[src/core/rgb_sensor_pkg.sv]
// Shared register map, field layout, reset values, timing and types of the colour sensor readout
`default_nettype none

package rgb_sensor_pkg;

	// ==========================================================
	// Register offsets
	localparam logic [7:0] ADDR_DEVICE_ID  = 8'h00;
	localparam logic [7:0] ADDR_CONFIG_ONE = 8'h01;
	localparam logic [7:0] ADDR_INT_CONFIG = 8'h03;
	localparam logic [7:0] ADDR_LOW_LO     = 8'h04;
	localparam logic [7:0] ADDR_LOW_HI     = 8'h05;
	localparam logic [7:0] ADDR_HIGH_LO    = 8'h06;
	localparam logic [7:0] ADDR_HIGH_HI    = 8'h07;
	localparam logic [7:0] ADDR_STATUS     = 8'h08;
	localparam logic [7:0] ADDR_GREEN_LO   = 8'h09;
	localparam logic [7:0] ADDR_GREEN_HI   = 8'h0A;
	localparam logic [7:0] ADDR_RED_LO     = 8'h0B;
	localparam logic [7:0] ADDR_RED_HI     = 8'h0C;
	localparam logic [7:0] ADDR_BLUE_LO    = 8'h0D;
	localparam logic [7:0] ADDR_BLUE_HI    = 8'h0E;

	// ==========================================================
	// Field positions
	localparam int CFG_MODE_LSB     = 0;
	localparam int CFG_MODE_W       = 3;
	localparam int CFG_RANGE_BIT    = 3;
	localparam int CFG_RES_BIT      = 4;
	localparam int CFG_SYNC_BIT     = 5;
	localparam int INT_SEL_LSB      = 0;
	localparam int INT_PERSIST_LSB  = 2;
	localparam int STATUS_ALARM_BIT = 0;
	localparam int STATUS_DONE_BIT  = 1;

	// ==========================================================
	// Reset values and encodings
	localparam logic [7:0]  CONFIG_ONE_RESET  = 8'h00;
	localparam logic [7:0]  INT_CONFIG_RESET  = 8'h00;
	localparam logic [15:0] THRESH_LOW_RESET  = 16'h0000;
	localparam logic [15:0] THRESH_HIGH_RESET = 16'hFFFF;
	localparam logic [1:0]  SEL_NONE          = 2'h0;
	localparam logic [1:0]  SEL_GREEN         = 2'h1;
	localparam logic [1:0]  SEL_RED           = 2'h2;
	localparam logic [1:0]  SEL_BLUE          = 2'h3;
	localparam logic [15:0] COUNT_MAX_WIDE    = 16'hFFFF;
	localparam logic [15:0] COUNT_MAX_NARROW  = 16'h0FFF;
	localparam int          RES_WIDE_BITS     = 16;
	localparam int          RES_NARROW_BITS   = 12;

	// ==========================================================
	// Timing
	localparam int CLK_FREQ_KHZ  = 250000;
	localparam int INTEG_TIME_MS = 100;
	localparam int INTEG_CYCLES  = INTEG_TIME_MS * CLK_FREQ_KHZ;
	localparam int TICK_CYCLES   = INTEG_CYCLES / (2 ** RES_WIDE_BITS);
	localparam int RANGE_DIVIDE  = 32;

	// ==========================================================
	// Types
	typedef struct packed {
		logic       wr;
		logic       rd_done;
		logic [7:0] addr;
		logic [7:0] wdata;
	} reg_req_type;

	typedef enum logic [2:0] {
		ST_STANDBY   = 3'b001,
		ST_WAIT_SYNC = 3'b010,
		ST_INTEGRATE = 3'b100
	} state_type;

endpackage

`default_nettype wire

[src/core/rgb_light_sensor_readout.sv]
// Colour sensor readout: configuration, integration timing, results and window alarm
`default_nettype none

// How it works
// - Resolution selectable 12 or 16 bits
// - Narrow resolution gives proportionally shorter conversion
// - Wide mode integrates about 100 ms
// - Oscillator ticks drive n-bit window counter
// - Two sensitivity ranges, fine and coarse
// - Sync bit set releases the alarm pin
// - Sync mode starts conversion on pin rise
// - Sync bit clear drives pin on alarm
// - Alarm pin active low, open drain
// - Conversions continue; results keep overwriting
// - Persistence count gates out-of-window alarms
// - Bits 1:0 at 0x03 pick channel
// - Alarm when count leaves threshold window
// - Green 0x9/0xA, red 0xB/0xC, blue 0xD/0xE
// - Alarm sets status bit, pulls pin low
// - Reading status register clears flag and pin
// - Status flag reads zero after reset
// - Standby after reset release, reset when asserted
// - Register access blocked during power-on reset
module rgb_light_sensor_readout #(
	parameter int unsigned tick_cycles  = rgb_sensor_pkg::TICK_CYCLES,
	parameter int unsigned range_divide = rgb_sensor_pkg::RANGE_DIVIDE,
	parameter logic [7:0]  device_id    = 8'hA5 // Arbitrary value
) (
	input  wire logic                        ref_clk,
	input  wire logic                        nrst,
	input  wire rgb_sensor_pkg::reg_req_type reg_req,
	output logic                       [7:0] reg_rdata,
	input  wire logic                  [2:0] light_pulse,
	input  wire logic                        int_in,
	output logic                             int_out,
	output logic                             int_oe
);

	localparam int TW = (tick_cycles > 1) ? $clog2(tick_cycles) : 1;

	if (tick_cycles < 1)
	begin : g_bad_tick
		$error("tick_cycles must be at least 1");
	end

	// ==========================================================
	// Pin synchronisers
	logic       pin_s1;
	logic       pin_s2;
	logic       pin_prev;
	logic [2:0] light_s1;
	logic [2:0] light_s2;
	logic [2:0] light_prev;
	logic       pin_rise;
	logic [2:0] light_rise;

	always_ff @(posedge ref_clk or negedge nrst)
	begin
		if (!nrst)
		begin
			pin_s1 <= 1'b1;
			pin_s2 <= 1'b1;
			pin_prev <= 1'b1;
			light_s1 <= 3'h0;
			light_s2 <= 3'h0;
			light_prev <= 3'h0;
		end
		else
		begin
			pin_s1 <= int_in;
			pin_s2 <= pin_s1;
			pin_prev <= pin_s2;
			light_s1 <= light_pulse;
			light_s2 <= light_s1;
			light_prev <= light_s2;
		end
	end

	assign pin_rise = pin_s2 & ~pin_prev;
	assign light_rise = light_s2 & ~light_prev;

	// ==========================================================
	// Registers and flags
	logic [7:0]  config_one;
	logic [7:0]  interrupt_config;
	logic [15:0] thresh_low;
	logic [15:0] thresh_high;
	logic [15:0] green_count;
	logic [15:0] red_count;
	logic [15:0] blue_count;
	logic        window_alarm_flag;
	logic        done_flag;
	logic [3:0]  persist_cnt;
	logic [7:0]  next_config_one;
	logic [7:0]  next_interrupt_config;
	logic [15:0] next_thresh_low;
	logic [15:0] next_thresh_high;
	logic [15:0] next_green_count;
	logic [15:0] next_red_count;
	logic [15:0] next_blue_count;
	logic        next_window_alarm_flag;
	logic        next_done_flag;
	logic [3:0]  next_persist_cnt;
	logic [7:0]  next_reg_rdata;
	logic        next_int_oe;
	logic [15:0] ch_count [3];
	logic [15:0] sel_count;
	logic [3:0]  persist_need;
	logic        out_window;
	logic        set_event;
	logic        status_read;
	logic        conv_start;
	logic        conv_end;

	wire logic       sync_mode   = config_one[rgb_sensor_pkg::CFG_SYNC_BIT];
	wire logic       wide        = ~config_one[rgb_sensor_pkg::CFG_RES_BIT];
	wire logic       sensitivity_select = config_one[rgb_sensor_pkg::CFG_RANGE_BIT];
	wire logic [2:0] mode = config_one[rgb_sensor_pkg::CFG_MODE_LSB +: rgb_sensor_pkg::CFG_MODE_W];
	wire logic [1:0] int_sel = interrupt_config[rgb_sensor_pkg::INT_SEL_LSB +: 2];
	wire logic [1:0] persist_code = interrupt_config[rgb_sensor_pkg::INT_PERSIST_LSB +: 2];

	always_comb
	begin
		next_config_one = config_one;
		next_interrupt_config = interrupt_config;
		next_thresh_low = thresh_low;
		next_thresh_high = thresh_high;
		next_green_count = green_count;
		next_red_count = red_count;
		next_blue_count = blue_count;
		// Writes only land after reset release: reset holds every register
		if (reg_req.wr)
		begin
			unique case (reg_req.addr)
				rgb_sensor_pkg::ADDR_CONFIG_ONE: next_config_one = reg_req.wdata;
				rgb_sensor_pkg::ADDR_INT_CONFIG: next_interrupt_config = reg_req.wdata;
				rgb_sensor_pkg::ADDR_LOW_LO:     next_thresh_low[7:0] = reg_req.wdata;
				rgb_sensor_pkg::ADDR_LOW_HI:     next_thresh_low[15:8] = reg_req.wdata;
				rgb_sensor_pkg::ADDR_HIGH_LO:    next_thresh_high[7:0] = reg_req.wdata;
				rgb_sensor_pkg::ADDR_HIGH_HI:    next_thresh_high[15:8] = reg_req.wdata;
				default: ;
			endcase
		end
		// Results are overwritten every conversion, alarm or not
		if (conv_end)
		begin
			next_green_count = ch_count[0];
			next_red_count = ch_count[1];
			next_blue_count = ch_count[2];
		end
		unique case (int_sel)
			rgb_sensor_pkg::SEL_GREEN: sel_count = ch_count[0];
			rgb_sensor_pkg::SEL_RED:   sel_count = ch_count[1];
			rgb_sensor_pkg::SEL_BLUE:  sel_count = ch_count[2];
			default:                   sel_count = 16'h0000;
		endcase
		out_window = (int_sel != rgb_sensor_pkg::SEL_NONE)
			&& (sel_count < thresh_low || sel_count > thresh_high);
		persist_need = 4'(1 << persist_code);
		next_persist_cnt = persist_cnt;
		set_event = 1'b0;
		if (conv_end)
		begin
			if (out_window)
			begin
				set_event = (persist_cnt + 4'h1) >= persist_need;
				if (persist_cnt < persist_need)
					next_persist_cnt = persist_cnt + 4'h1;
			end
			else
				next_persist_cnt = 4'h0;
		end
		status_read = reg_req.rd_done && reg_req.addr == rgb_sensor_pkg::ADDR_STATUS;
		// A new alarm in the clearing cycle survives the read
		next_window_alarm_flag = set_event | (window_alarm_flag & ~status_read);
		next_done_flag = conv_end | (done_flag & ~status_read);
		next_int_oe = next_window_alarm_flag
			& ~next_config_one[rgb_sensor_pkg::CFG_SYNC_BIT];
		unique case (reg_req.addr)
			rgb_sensor_pkg::ADDR_DEVICE_ID:  next_reg_rdata = device_id;
			rgb_sensor_pkg::ADDR_CONFIG_ONE: next_reg_rdata = config_one;
			rgb_sensor_pkg::ADDR_INT_CONFIG: next_reg_rdata = interrupt_config;
			rgb_sensor_pkg::ADDR_LOW_LO:     next_reg_rdata = thresh_low[7:0];
			rgb_sensor_pkg::ADDR_LOW_HI:     next_reg_rdata = thresh_low[15:8];
			rgb_sensor_pkg::ADDR_HIGH_LO:    next_reg_rdata = thresh_high[7:0];
			rgb_sensor_pkg::ADDR_HIGH_HI:    next_reg_rdata = thresh_high[15:8];
			rgb_sensor_pkg::ADDR_STATUS:     next_reg_rdata = {6'h00, done_flag, window_alarm_flag};
			rgb_sensor_pkg::ADDR_GREEN_LO:   next_reg_rdata = green_count[7:0];
			rgb_sensor_pkg::ADDR_GREEN_HI:   next_reg_rdata = green_count[15:8];
			rgb_sensor_pkg::ADDR_RED_LO:     next_reg_rdata = red_count[7:0];
			rgb_sensor_pkg::ADDR_RED_HI:     next_reg_rdata = red_count[15:8];
			rgb_sensor_pkg::ADDR_BLUE_LO:    next_reg_rdata = blue_count[7:0];
			rgb_sensor_pkg::ADDR_BLUE_HI:    next_reg_rdata = blue_count[15:8];
			default:                         next_reg_rdata = 8'h00;
		endcase
	end

	always_ff @(posedge ref_clk or negedge nrst)
	begin
		if (!nrst)
		begin
			config_one <= rgb_sensor_pkg::CONFIG_ONE_RESET;
			interrupt_config <= rgb_sensor_pkg::INT_CONFIG_RESET;
			thresh_low <= rgb_sensor_pkg::THRESH_LOW_RESET;
			thresh_high <= rgb_sensor_pkg::THRESH_HIGH_RESET;
			green_count <= 16'h0000;
			red_count <= 16'h0000;
			blue_count <= 16'h0000;
			window_alarm_flag <= 1'b0;
			done_flag <= 1'b0;
			persist_cnt <= 4'h0;
			reg_rdata <= 8'h00;
			int_oe <= 1'b0;
		end
		else
		begin
			config_one <= next_config_one;
			interrupt_config <= next_interrupt_config;
			thresh_low <= next_thresh_low;
			thresh_high <= next_thresh_high;
			green_count <= next_green_count;
			red_count <= next_red_count;
			blue_count <= next_blue_count;
			window_alarm_flag <= next_window_alarm_flag;
			done_flag <= next_done_flag;
			persist_cnt <= next_persist_cnt;
			reg_rdata <= next_reg_rdata;
			int_oe <= next_int_oe;
		end
	end

	// Pin is only ever pulled low, never driven high
	assign int_out = 1'b0;

	// ==========================================================
	// Conversion sequencer
	rgb_sensor_pkg::state_type state;
	rgb_sensor_pkg::state_type next_state;
	logic [TW-1:0] tick_cnt;
	logic [TW-1:0] next_tick_cnt;
	logic [15:0]   win_cnt;
	logic [15:0]   next_win_cnt;
	logic [15:0]   win_limit;
	logic          tick;

	always_comb
	begin
		next_state = state;
		next_tick_cnt = tick_cnt;
		next_win_cnt = win_cnt;
		conv_start = 1'b0;
		conv_end = 1'b0;
		tick = tick_cnt == TW'(tick_cycles - 1);
		// Narrow mode counts 2^12 ticks, one sixteenth of the wide window
		win_limit = wide ? rgb_sensor_pkg::COUNT_MAX_WIDE
			: rgb_sensor_pkg::COUNT_MAX_NARROW;
		unique case (state)
			rgb_sensor_pkg::ST_STANDBY:
			begin
				if (mode != 3'h0)
				begin
					if (sync_mode)
						next_state = rgb_sensor_pkg::ST_WAIT_SYNC;
					else
					begin
						next_state = rgb_sensor_pkg::ST_INTEGRATE;
						conv_start = 1'b1;
					end
				end
			end
			rgb_sensor_pkg::ST_WAIT_SYNC:
			begin
				if (mode == 3'h0)
					next_state = rgb_sensor_pkg::ST_STANDBY;
				else if (!sync_mode || pin_rise)
				begin
					next_state = rgb_sensor_pkg::ST_INTEGRATE;
					conv_start = 1'b1;
				end
			end
			rgb_sensor_pkg::ST_INTEGRATE:
			begin
				if (mode == 3'h0)
					next_state = rgb_sensor_pkg::ST_STANDBY;
				else if (tick)
				begin
					next_tick_cnt = '0;
					next_win_cnt = win_cnt + 16'h0001;
					if (win_cnt >= win_limit)
					begin
						conv_end = 1'b1;
						next_win_cnt = 16'h0000;
						// Free-running mode restarts at once
						if (sync_mode)
							next_state = rgb_sensor_pkg::ST_WAIT_SYNC;
						else
							conv_start = 1'b1;
					end
				end
				else
					next_tick_cnt = tick_cnt + 1'b1;
			end
			default: next_state = rgb_sensor_pkg::ST_STANDBY;
		endcase
		if (conv_start)
		begin
			next_tick_cnt = '0;
			next_win_cnt = 16'h0000;
		end
	end

	always_ff @(posedge ref_clk or negedge nrst)
	begin
		if (!nrst)
		begin
			state <= rgb_sensor_pkg::ST_STANDBY;
			tick_cnt <= '0;
			win_cnt <= 16'h0000;
		end
		else
		begin
			state <= next_state;
			tick_cnt <= next_tick_cnt;
			win_cnt <= next_win_cnt;
		end
	end

	// ==========================================================
	// Channels: index 0 green, 1 red, 2 blue
	for (genvar c = 0; c < 3; c++)
	begin : g_channel
		channel_integrator #(
			.range_divide (range_divide)
		) u_channel (
			.ref_clk (ref_clk),
			.nrst    (nrst),
			.start   (conv_start),
			.run     (state == rgb_sensor_pkg::ST_INTEGRATE),
			.pulse   (light_rise[c]),
			.coarse  (sensitivity_select),
			.wide    (wide),
			.count   (ch_count[c])
		);
	end

	// ==========================================================
	// Checks
	logic after_reset;

	always_ff @(posedge ref_clk or negedge nrst)
	begin
		if (!nrst)
			after_reset <= 1'b1;
		else
			after_reset <= 1'b0;
	end
endmodule // rgb_light_sensor_readout

`default_nettype wire

[src/core/channel_integrator.sv]
// One colour channel: counts photo quanta during an integration window
`default_nettype none

module channel_integrator #(
	parameter int unsigned range_divide = rgb_sensor_pkg::RANGE_DIVIDE
) (
	input  wire logic        ref_clk,
	input  wire logic        nrst,
	input  wire logic        start,
	input  wire logic        run,
	input  wire logic        pulse,
	input  wire logic        coarse,
	input  wire logic        wide,
	output logic      [15:0] count
);

	localparam int PW = $clog2(range_divide);

	// Prescaler wraps at its full width, so only powers of two divide exactly
	if (range_divide < 2 || (1 << PW) != range_divide)
	begin : g_bad_range
		$error("range_divide must be a power of two of at least 2");
	end

	logic [PW-1:0] prescale;
	logic [PW-1:0] next_prescale;
	logic [15:0]   next_count;
	logic [15:0]   limit;
	logic          step;

	// ==========================================================
	// Accumulator
	always_comb
	begin
		limit = wide ? rgb_sensor_pkg::COUNT_MAX_WIDE : rgb_sensor_pkg::COUNT_MAX_NARROW;
		next_prescale = prescale;
		next_count = count;
		step = 1'b0;
		if (start)
		begin
			next_prescale = '0;
			next_count = '0;
		end
		else if (run && pulse)
		begin
			// Low sensitivity keeps only one quantum in range_divide
			if (coarse)
			begin
				next_prescale = prescale + 1'b1;
				step = &prescale;
			end
			else
				step = 1'b1;
			// Saturate so a bright scene pins at full scale, never wraps
			if (step && count < limit)
				next_count = count + 16'h0001;
		end
	end

	always_ff @(posedge ref_clk or negedge nrst)
	begin
		if (!nrst)
		begin
			prescale <= '0;
			count <= 16'h0000;
		end
		else
		begin
			prescale <= next_prescale;
			count <= next_count;
		end
	end
endmodule // channel_integrator

`default_nettype wire

[config.mk]
export PLATFORM = sky130hd
export DESIGN_NAME = rgb_light_sensor_readout
export DESIGN_NICKNAME = d
export VERILOG_FILES = /design/src/core/rgb_sensor_pkg.sv /design/src/core/rgb_light_sensor_readout.sv /design/src/core/channel_integrator.sv
export SDC_FILE = /design/constraint.sdc
export NUM_CORES = 1
export LEC_CHECK = 0
export BUFFER_PORTS_ARGS = -buffer_cell sky130_fd_sc_hd__buf_2
export CAP_MARGIN = 20
export CORE_UTILIZATION = 50
export DETAILED_ROUTE_END_ITERATION = 8
export HOLD_SLACK_MARGIN = 0.03
export PLACE_DENSITY = 0.7
export RECOVER_POWER = 50
export SLEW_MARGIN = 30
export SYNTH_ARGS = -nofsm -noshare
export SYNTH_HDL_FRONTEND = slang
export SYNTH_HIERARCHICAL = 1
export SYNTH_SLANG_ARGS = --single-unit
export TNS_END_PERCENT = 50
[constraint.sdc]
create_clock -name ref_clk -period 3.8 [get_ports ref_clk]
set_clock_uncertainty 0.1 [all_clocks]
set_input_delay 0.19 -clock ref_clk [delete_from_list [all_inputs] [get_ports ref_clk]]
set_output_delay 0.19 -clock ref_clk [all_outputs]
set_load 0.005 [all_outputs]
# [After elaboration in Yosys (flattened, before gate mapping)]
# Cells that the tools add are included.
[word_totals] in_bits=24 ff_bits=214 out_inout_bits=10
[op_classes] order_cmp=8 bitwise=11 n_mux=66 reduce_logical=43 eq_ne=27 addsub=9 shift=1
[ops] cell="$mux 16" count=15
[ops] cell="$pmux 8 s14" count=1
[ops] cell="$add 16x1->16 const B" count=4
[ops] cell="$lt 16x16->1" count=4
[ops] cell="$eq 8x4->1 const B" count=7
[ops] cell="$pmux 16 s3" count=1
[ops] cell="$mux 5" count=9
[ops] cell="$mux 9" count=4
[ops] cell="$eq 8x3->1 const B" count=4
[ops] cell="$reduce_and 2->1" count=14
[ops] cell="$mux 3" count=8
[ops] cell="$mux 1" count=22
[ops] cell="$reduce_and 5->1" count=4
[ops] cell="$reduce_bool 2->1" count=10
[ops] cell="$ge 16x16->1" count=1
[ops] cell="$gt 16x16->1" count=1
[ops] cell="$add 5x1->5 const B" count=3
[ops] cell="$mux 6" count=2
[ops] cell="$ne 3x3->1 const B" count=4
[ops] cell="$add 9x1->9 const B" count=1
[ops] cell="$eq 9x9->1 const B" count=1
[ops] cell="$pmux 3 s3" count=1
[ops] cell="$eq 8x1->1 const B" count=1
[ops] cell="$eq 8x2->1 const B" count=1
[ops] cell="25 further kinds" count=42

# [Depth between registers and ports, before layout]
[logic_depth] word_depth=11 mapped_depth=12

# [By module]
# Netlist, hierarchy kept.
[by_module_without_submodules] module="rgb_light_sensor_readout" cells_per_inst=708 seq_area_each_um2=3803.6 instances=1 area_each_um2=8035.2
[by_module_without_submodules] module="channel_integrator" cells_per_inst=133 seq_area_each_um2=525.5 instances=3 area_each_um2=1285.0

# [Least setup slack after synthesis]
# OpenSTA, ideal clock, no wires.
[synth_timing] kind="flip-flop to flip-flop" start="register state[1]" end="register g_channel[0].u_channel.prescale[0]" path_stages_with_launch=10 path_slack_ns=0.242 setup_ns=0.132 n_path_buf=4 arrival_ns=3.326 cell_sequence="dfrtp_1 nor3b_2 nand3_4 a21o_1 buf_2 buf_2 o21ai_0 clkbuf_1 clkbuf_1 nor2_1"
[synth_via] elab_chain_cells=4
[synth_lines] element="start: declaration" line="rgb_light_sensor_readout.sv:237" source="rgb_sensor_pkg::state_type state;"
[synth_lines] element="start signal: assignment" line="rgb_light_sensor_readout.sv:316" source="state <= rgb_sensor_pkg::ST_STANDBY;"
[synth_lines] element="start signal: assignment" line="rgb_light_sensor_readout.sv:322" source="state <= next_state;"
[synth_lines] element="$eq 3x3->1, or another cell as far along" line="rgb_light_sensor_readout.sv:257" source="unique case (state)"
[synth_lines] element="$pmux 1 s3 (*)" line="rgb_light_sensor_readout.sv:257"
[synth_lines] element="net conv_start" line="rgb_light_sensor_readout.sv:112" source="logic conv_start;"
[synth_lines] element="$reduce_bool 2->1 (no line)"
[synth_lines] element="$reduce_and 2->1 (no line)"
[synth_lines] element="end signal: assignment" line="channel_integrator.sv:69" source="prescale <= next_prescale;"
[synth_lines] element="end: declaration" line="channel_integrator.sv:25" source="logic [PW-1:0] prescale;"
# Mark *: on every way through the listed nets, which the timed path passes. The rest lies on a longest branch.
# A chain may end at the register's enable or synchronous reset.

# [Worst setup path in the final report]
[layout_timing] start="register interrupt_config[0]" end="register persist_cnt[0]"
[layout_via] elab_chain_cells=7
[layout_lines] element="start: declaration" line="rgb_light_sensor_readout.sv:85" source="logic [7:0] interrupt_config;"
[layout_lines] element="start signal: assignment" line="rgb_light_sensor_readout.sv:203" source="interrupt_config <= rgb_sensor_pkg::INT_CONFIG_RESET;"
[layout_lines] element="start signal: assignment" line="rgb_light_sensor_readout.sv:218" source="interrupt_config <= next_interrupt_config;"
[layout_lines] element="$eq 2x2->1 or $eq 2x1->1 (tied branches)" line="rgb_light_sensor_readout.sv:151" source="unique case (int_sel)"
[layout_lines] element="$pmux 16 s3" line="rgb_light_sensor_readout.sv:151"
[layout_lines] element="$lt 16x16->1 or $gt 16x16->1 (tied branches)" line="rgb_light_sensor_readout.sv:158" source="&& (sel_count < thresh_low || sel_count > thresh_high);"
[layout_lines] element="$logic_or 1x1->1" line="rgb_light_sensor_readout.sv:158"
[layout_lines] element="$logic_and 1x1->1 (*)" line="rgb_light_sensor_readout.sv:158"
[layout_lines] element="$ne 2x1->1 (no line)"
[layout_lines] element="$reduce_and 2->1 (no line)"
[layout_lines] element="end signal: assignment" line="rgb_light_sensor_readout.sv:226" source="persist_cnt <= next_persist_cnt;"
[layout_lines] element="end: declaration" line="rgb_light_sensor_readout.sv:93" source="logic [3:0] persist_cnt;"
# Every way passes the cells marked *; elsewhere a longest branch is shown, timed or not.

==> flow_summary_export.csv <==
group,metric,value,unit
layout,area_growth,12.5,%
critical_path,path_class,"reg -> reg",
drt,dr.pass1.iters,5,
grt,grt_max_degree,108,
floorplanning,die_h,156,µm
synthesis,synth_cell_types,75,
timing,rsz0062_at_grt,"no",
grt,grt_first_pass_wirelength,49400,µm
cts,clkLatencyLatePin,530,ps
synthesis,synth_edf_count,0,
grt,grt_use_total,26.4,%
timing,finalMaxSlewViolations,107,
layout,regArea,5380,µm²
synthesis,synthesis.area,11900,µm²
placed_design,dp_hpwl,22300,µm
drt,drc,0,
timing,fin_setup_tns,0,ps
floorplanning,start_util,50.8,%
synthesis,ys_ff_latch,214,
drt,vias,9116,
timing,fmax,0.286,GHz
timing,hold_viol_final,0,
drt,avgViaCountPerCell,6.08,
synthesis,ys_warn_count,6,
floorplanning,design.core.area,23400,µm²
hold_path,min-delay-start,"reg_req[17]",
cts,numCtsBuffers,25,
synthesis,synthXorXnorAreaFrac,1.92,%
outcome,violations,"capacitance limit, slew limit",
timing,worst_slew_pin_slew,2690,ps
cts,root_buffer,"clkbuf_16",
power,power_density,377,nW/µm²
cts,cts_tree,"built",
synthesis,avgSynthCellArea,10.7,µm²
synthesis,synth_flop_cell,"dfrtp_1",
power,irDropWorstVdd,0.326,mV
outcome,outcome,"complete, but fails checks",
timing,min_period,3500,ps
critical_path,end_kind,"flip-flop",
critical_path,critPathRequiredTime,4150,ps
layout,final_area,13400,µm²
synthesis,synth-async-reset-ratio,100,%
floorplanning,die_area,24400,µm²
layout,n_fill_cell,2003,
job,cap_violations,1,
timing,fin_crit_sh,92.1,%
layout,drive_gt1_share,21.7,%
drt,initialDrtViolationCount,780,
floorplanning,die_w,156,µm
drt,wl,31300,µm
cts,clock-sinks,214,
drt,ant_nets,0,
floorplanning,rows,56,
placed_design,port_buffers,32,
hold_path,hp-class,"in -> reg",
placed_design,dpl_cell_area,12400,µm²
placed_design,gp_routability_congestion,0.928,
synthesis,synthMuxAreaShare,12.1,%
critical_path,crit-reg2reg-launch,"interrupt_config[0]",
synthesis,netlist_instances,1107,
timing,slew_headroom,-79.4,%
drt,wl_per_cell,20.9,µm
critical_path,critPathLaunchType,"flip-flop",
cts,htreeDepth,1,
cts,path_clk_slew,60,ps
cts,clock_path_buffers,3,
grt,grt_pass1_vias,8680,
critical_path,crit_fanout,19,
power,p_leak,6.07,nW
critical_path,worst_ep_arrival_time,3850,ps
layout,fin_util,57.1,%
grt,antenna_found_initial,3,
floorplanning,pin_count,34,
critical_path,crit_start,"interrupt_config[0]",
synthesis,synth-compound-area-share,13.6,%
synthesis,synthSimpleGateAreaFrac,16.6,%
layout,multi_input_area,6120,µm²
layout,fin_nets,1251,
timing,setup_viol,0,
synthesis,synth_adder_area_share,6.95,%
synthesis,seq_area_frac_synth,45.2,%
synthesis,synth_top_family_by_area,"simple AND/OR/NAND/NOR gates",
grt,grt_overflow,0,
synthesis,syn_nets,1197,
## layer usage
| metal | vias to the layer above | track usage, % | routed length (µm) |
|---|---|---|---|
| met3 | 73 | 5.84 | 2280 |
| met4 | 0 | 10.0 | 1150 |
| met2 | 300 | 40.1 | 14000 |
| li1 | 4244 | - | - |
| met5 | - | 0 | 0 |
| met1 | 4499 | 36.8 | 13900 |
## synth_stat cells (12+ instances only)
| library cell | n | area share, % |
|---|---|---|
| ha_1 | 66 | 6.9 |
| or3_1 | 14 | 0.74 |
| or4_1 | 28 | 1.8 |
| a21oi_1 | 64 | 2.7 |
| dfrtp_1 | 194 | 41 |
| buf_2 | 12 | 0.51 |
| clkbuf_1 | 17 | 0.54 |
| dfstp_2 | 20 | 4.4 |
| and3_1 | 15 | 0.79 |
| a221oi_1 | 17 | 1.3 |
| xor2_1 | 24 | 1.8 |
| o31ai_1 | 29 | 1.8 |
| inv_1 | 53 | 1.7 |
| nand3_1 | 38 | 1.6 |
| mux2_2 | 114 | 11 |
| o21ai_0 | 32 | 1.3 |
| a22o_1 | 27 | 2.0 |
| nor2b_1 | 20 | 1.1 |
| nand2_1 | 69 | 2.2 |
| nor2_1 | 70 | 2.2 |
| nand4_1 | 32 | 1.7 |
## critical path, stage by stage, from the launching register on
cell       delay [ps]
dfrtp_1           780
mux2_2            400
a22o_1            210
ha_1              330
a21oi_1           160
a31oi_1           120
a211o_1           300
a2111oi_0         370
a211o_1           320
a21oi_1           150
o21ai_0           160
## logic make-up after synthesis
| family | after synthesis |
|---|---|
| adder cells (fa/ha/maj) | 66 |
| AO/OA/AOI/OAI | 227 |
| multiplexers | 128 |
| other | 1 |
| flip-flops | 214 |
| AND/OR/NAND/NOR | 351 |
| buffers and inverters | 94 |
| XOR/XNOR | 26 |
## power by group
group | switching [mW] | total [mW] | internal [mW]
clock network | 0.955 | 2.33 | 1.37
logic | 0.224 | 0.338 | 0.114
registers | 0.0460 | 2.37 | 2.33
## flip-flops by register name, indices dropped and copies added, names as in the netlist, 4 cells and up
signal / flops
reg_rdata: 8
config_one: 8
blue_count: 16
green_count: 16
interrupt_config: 8
persist_cnt: 4
tick_cnt: 9
thresh_high: 16
win_cnt: 16
g_channel.u_channel/prescale: 15
g_channel.u_channel/count: 48
red_count: 16
thresh_low: 16
## per-stage QoR
step                      instances  total power, mW  hold WS [ps]  worst slack [ps]
after detailed placement       1439             2.74           198               359
after global placement         1439             2.74           199               456
after CTS                      1498             5.09          81.1               366
after global routing           1498             5.23           108              53.4
after floorplan                1107             2.59          -206               242
final                          1499             5.04           102               302
## final cells by class
class | instances | area share, %
multi-input combinational | 799 | 45.7
tap | 319 | 2.98
clock inverter | 11 | 0.683
timing repair buffer | 68 | 3.56
antenna | 1 | 0.0187
clock buffer | 34 | 5.31
sequential | 214 | 40.2
inverter | 53 | 1.49
## layout by cell type (no fill, tap or decap), types with 31 or more instances in the layout
| cell | netlist | final |
|---|---|---|
| ha_1 | 66 | 66 |
| mux2_2 | 114 | 114 |
| inv_1 | 53 | 53 |
| nand3_1 | 38 | 38 |
| nand2_1 | 69 | 69 |
| nand4_1 | 32 | 32 |
| o21ai_0 | 32 | 31 |
| nor2_1 | 70 | 70 |
| a21oi_1 | 64 | 64 |
| dfrtp_1 | 194 | 194 |
## timing repair
item                                   in CTS  in global routing
gates resized for setup                     0                  0
endpoints found under the hold margin     148                  0
hold buffers                               14                  0
buffers inserted                            0                  0
## final timing paths
path	endpoint	slack (ps)	cells after the start
min in group asynchronous	win_cnt[4]	950	2
worst max register to register	persist_cnt[0]	300	10
max in group asynchronous	red_count[14]	760	3
worst min register to register	light_s2[2]	240	0
worst min-delay path	config_one[6]	100	3
worst max-delay path	persist_cnt[0]	300	10
Power figures use the tool's default switching activity.
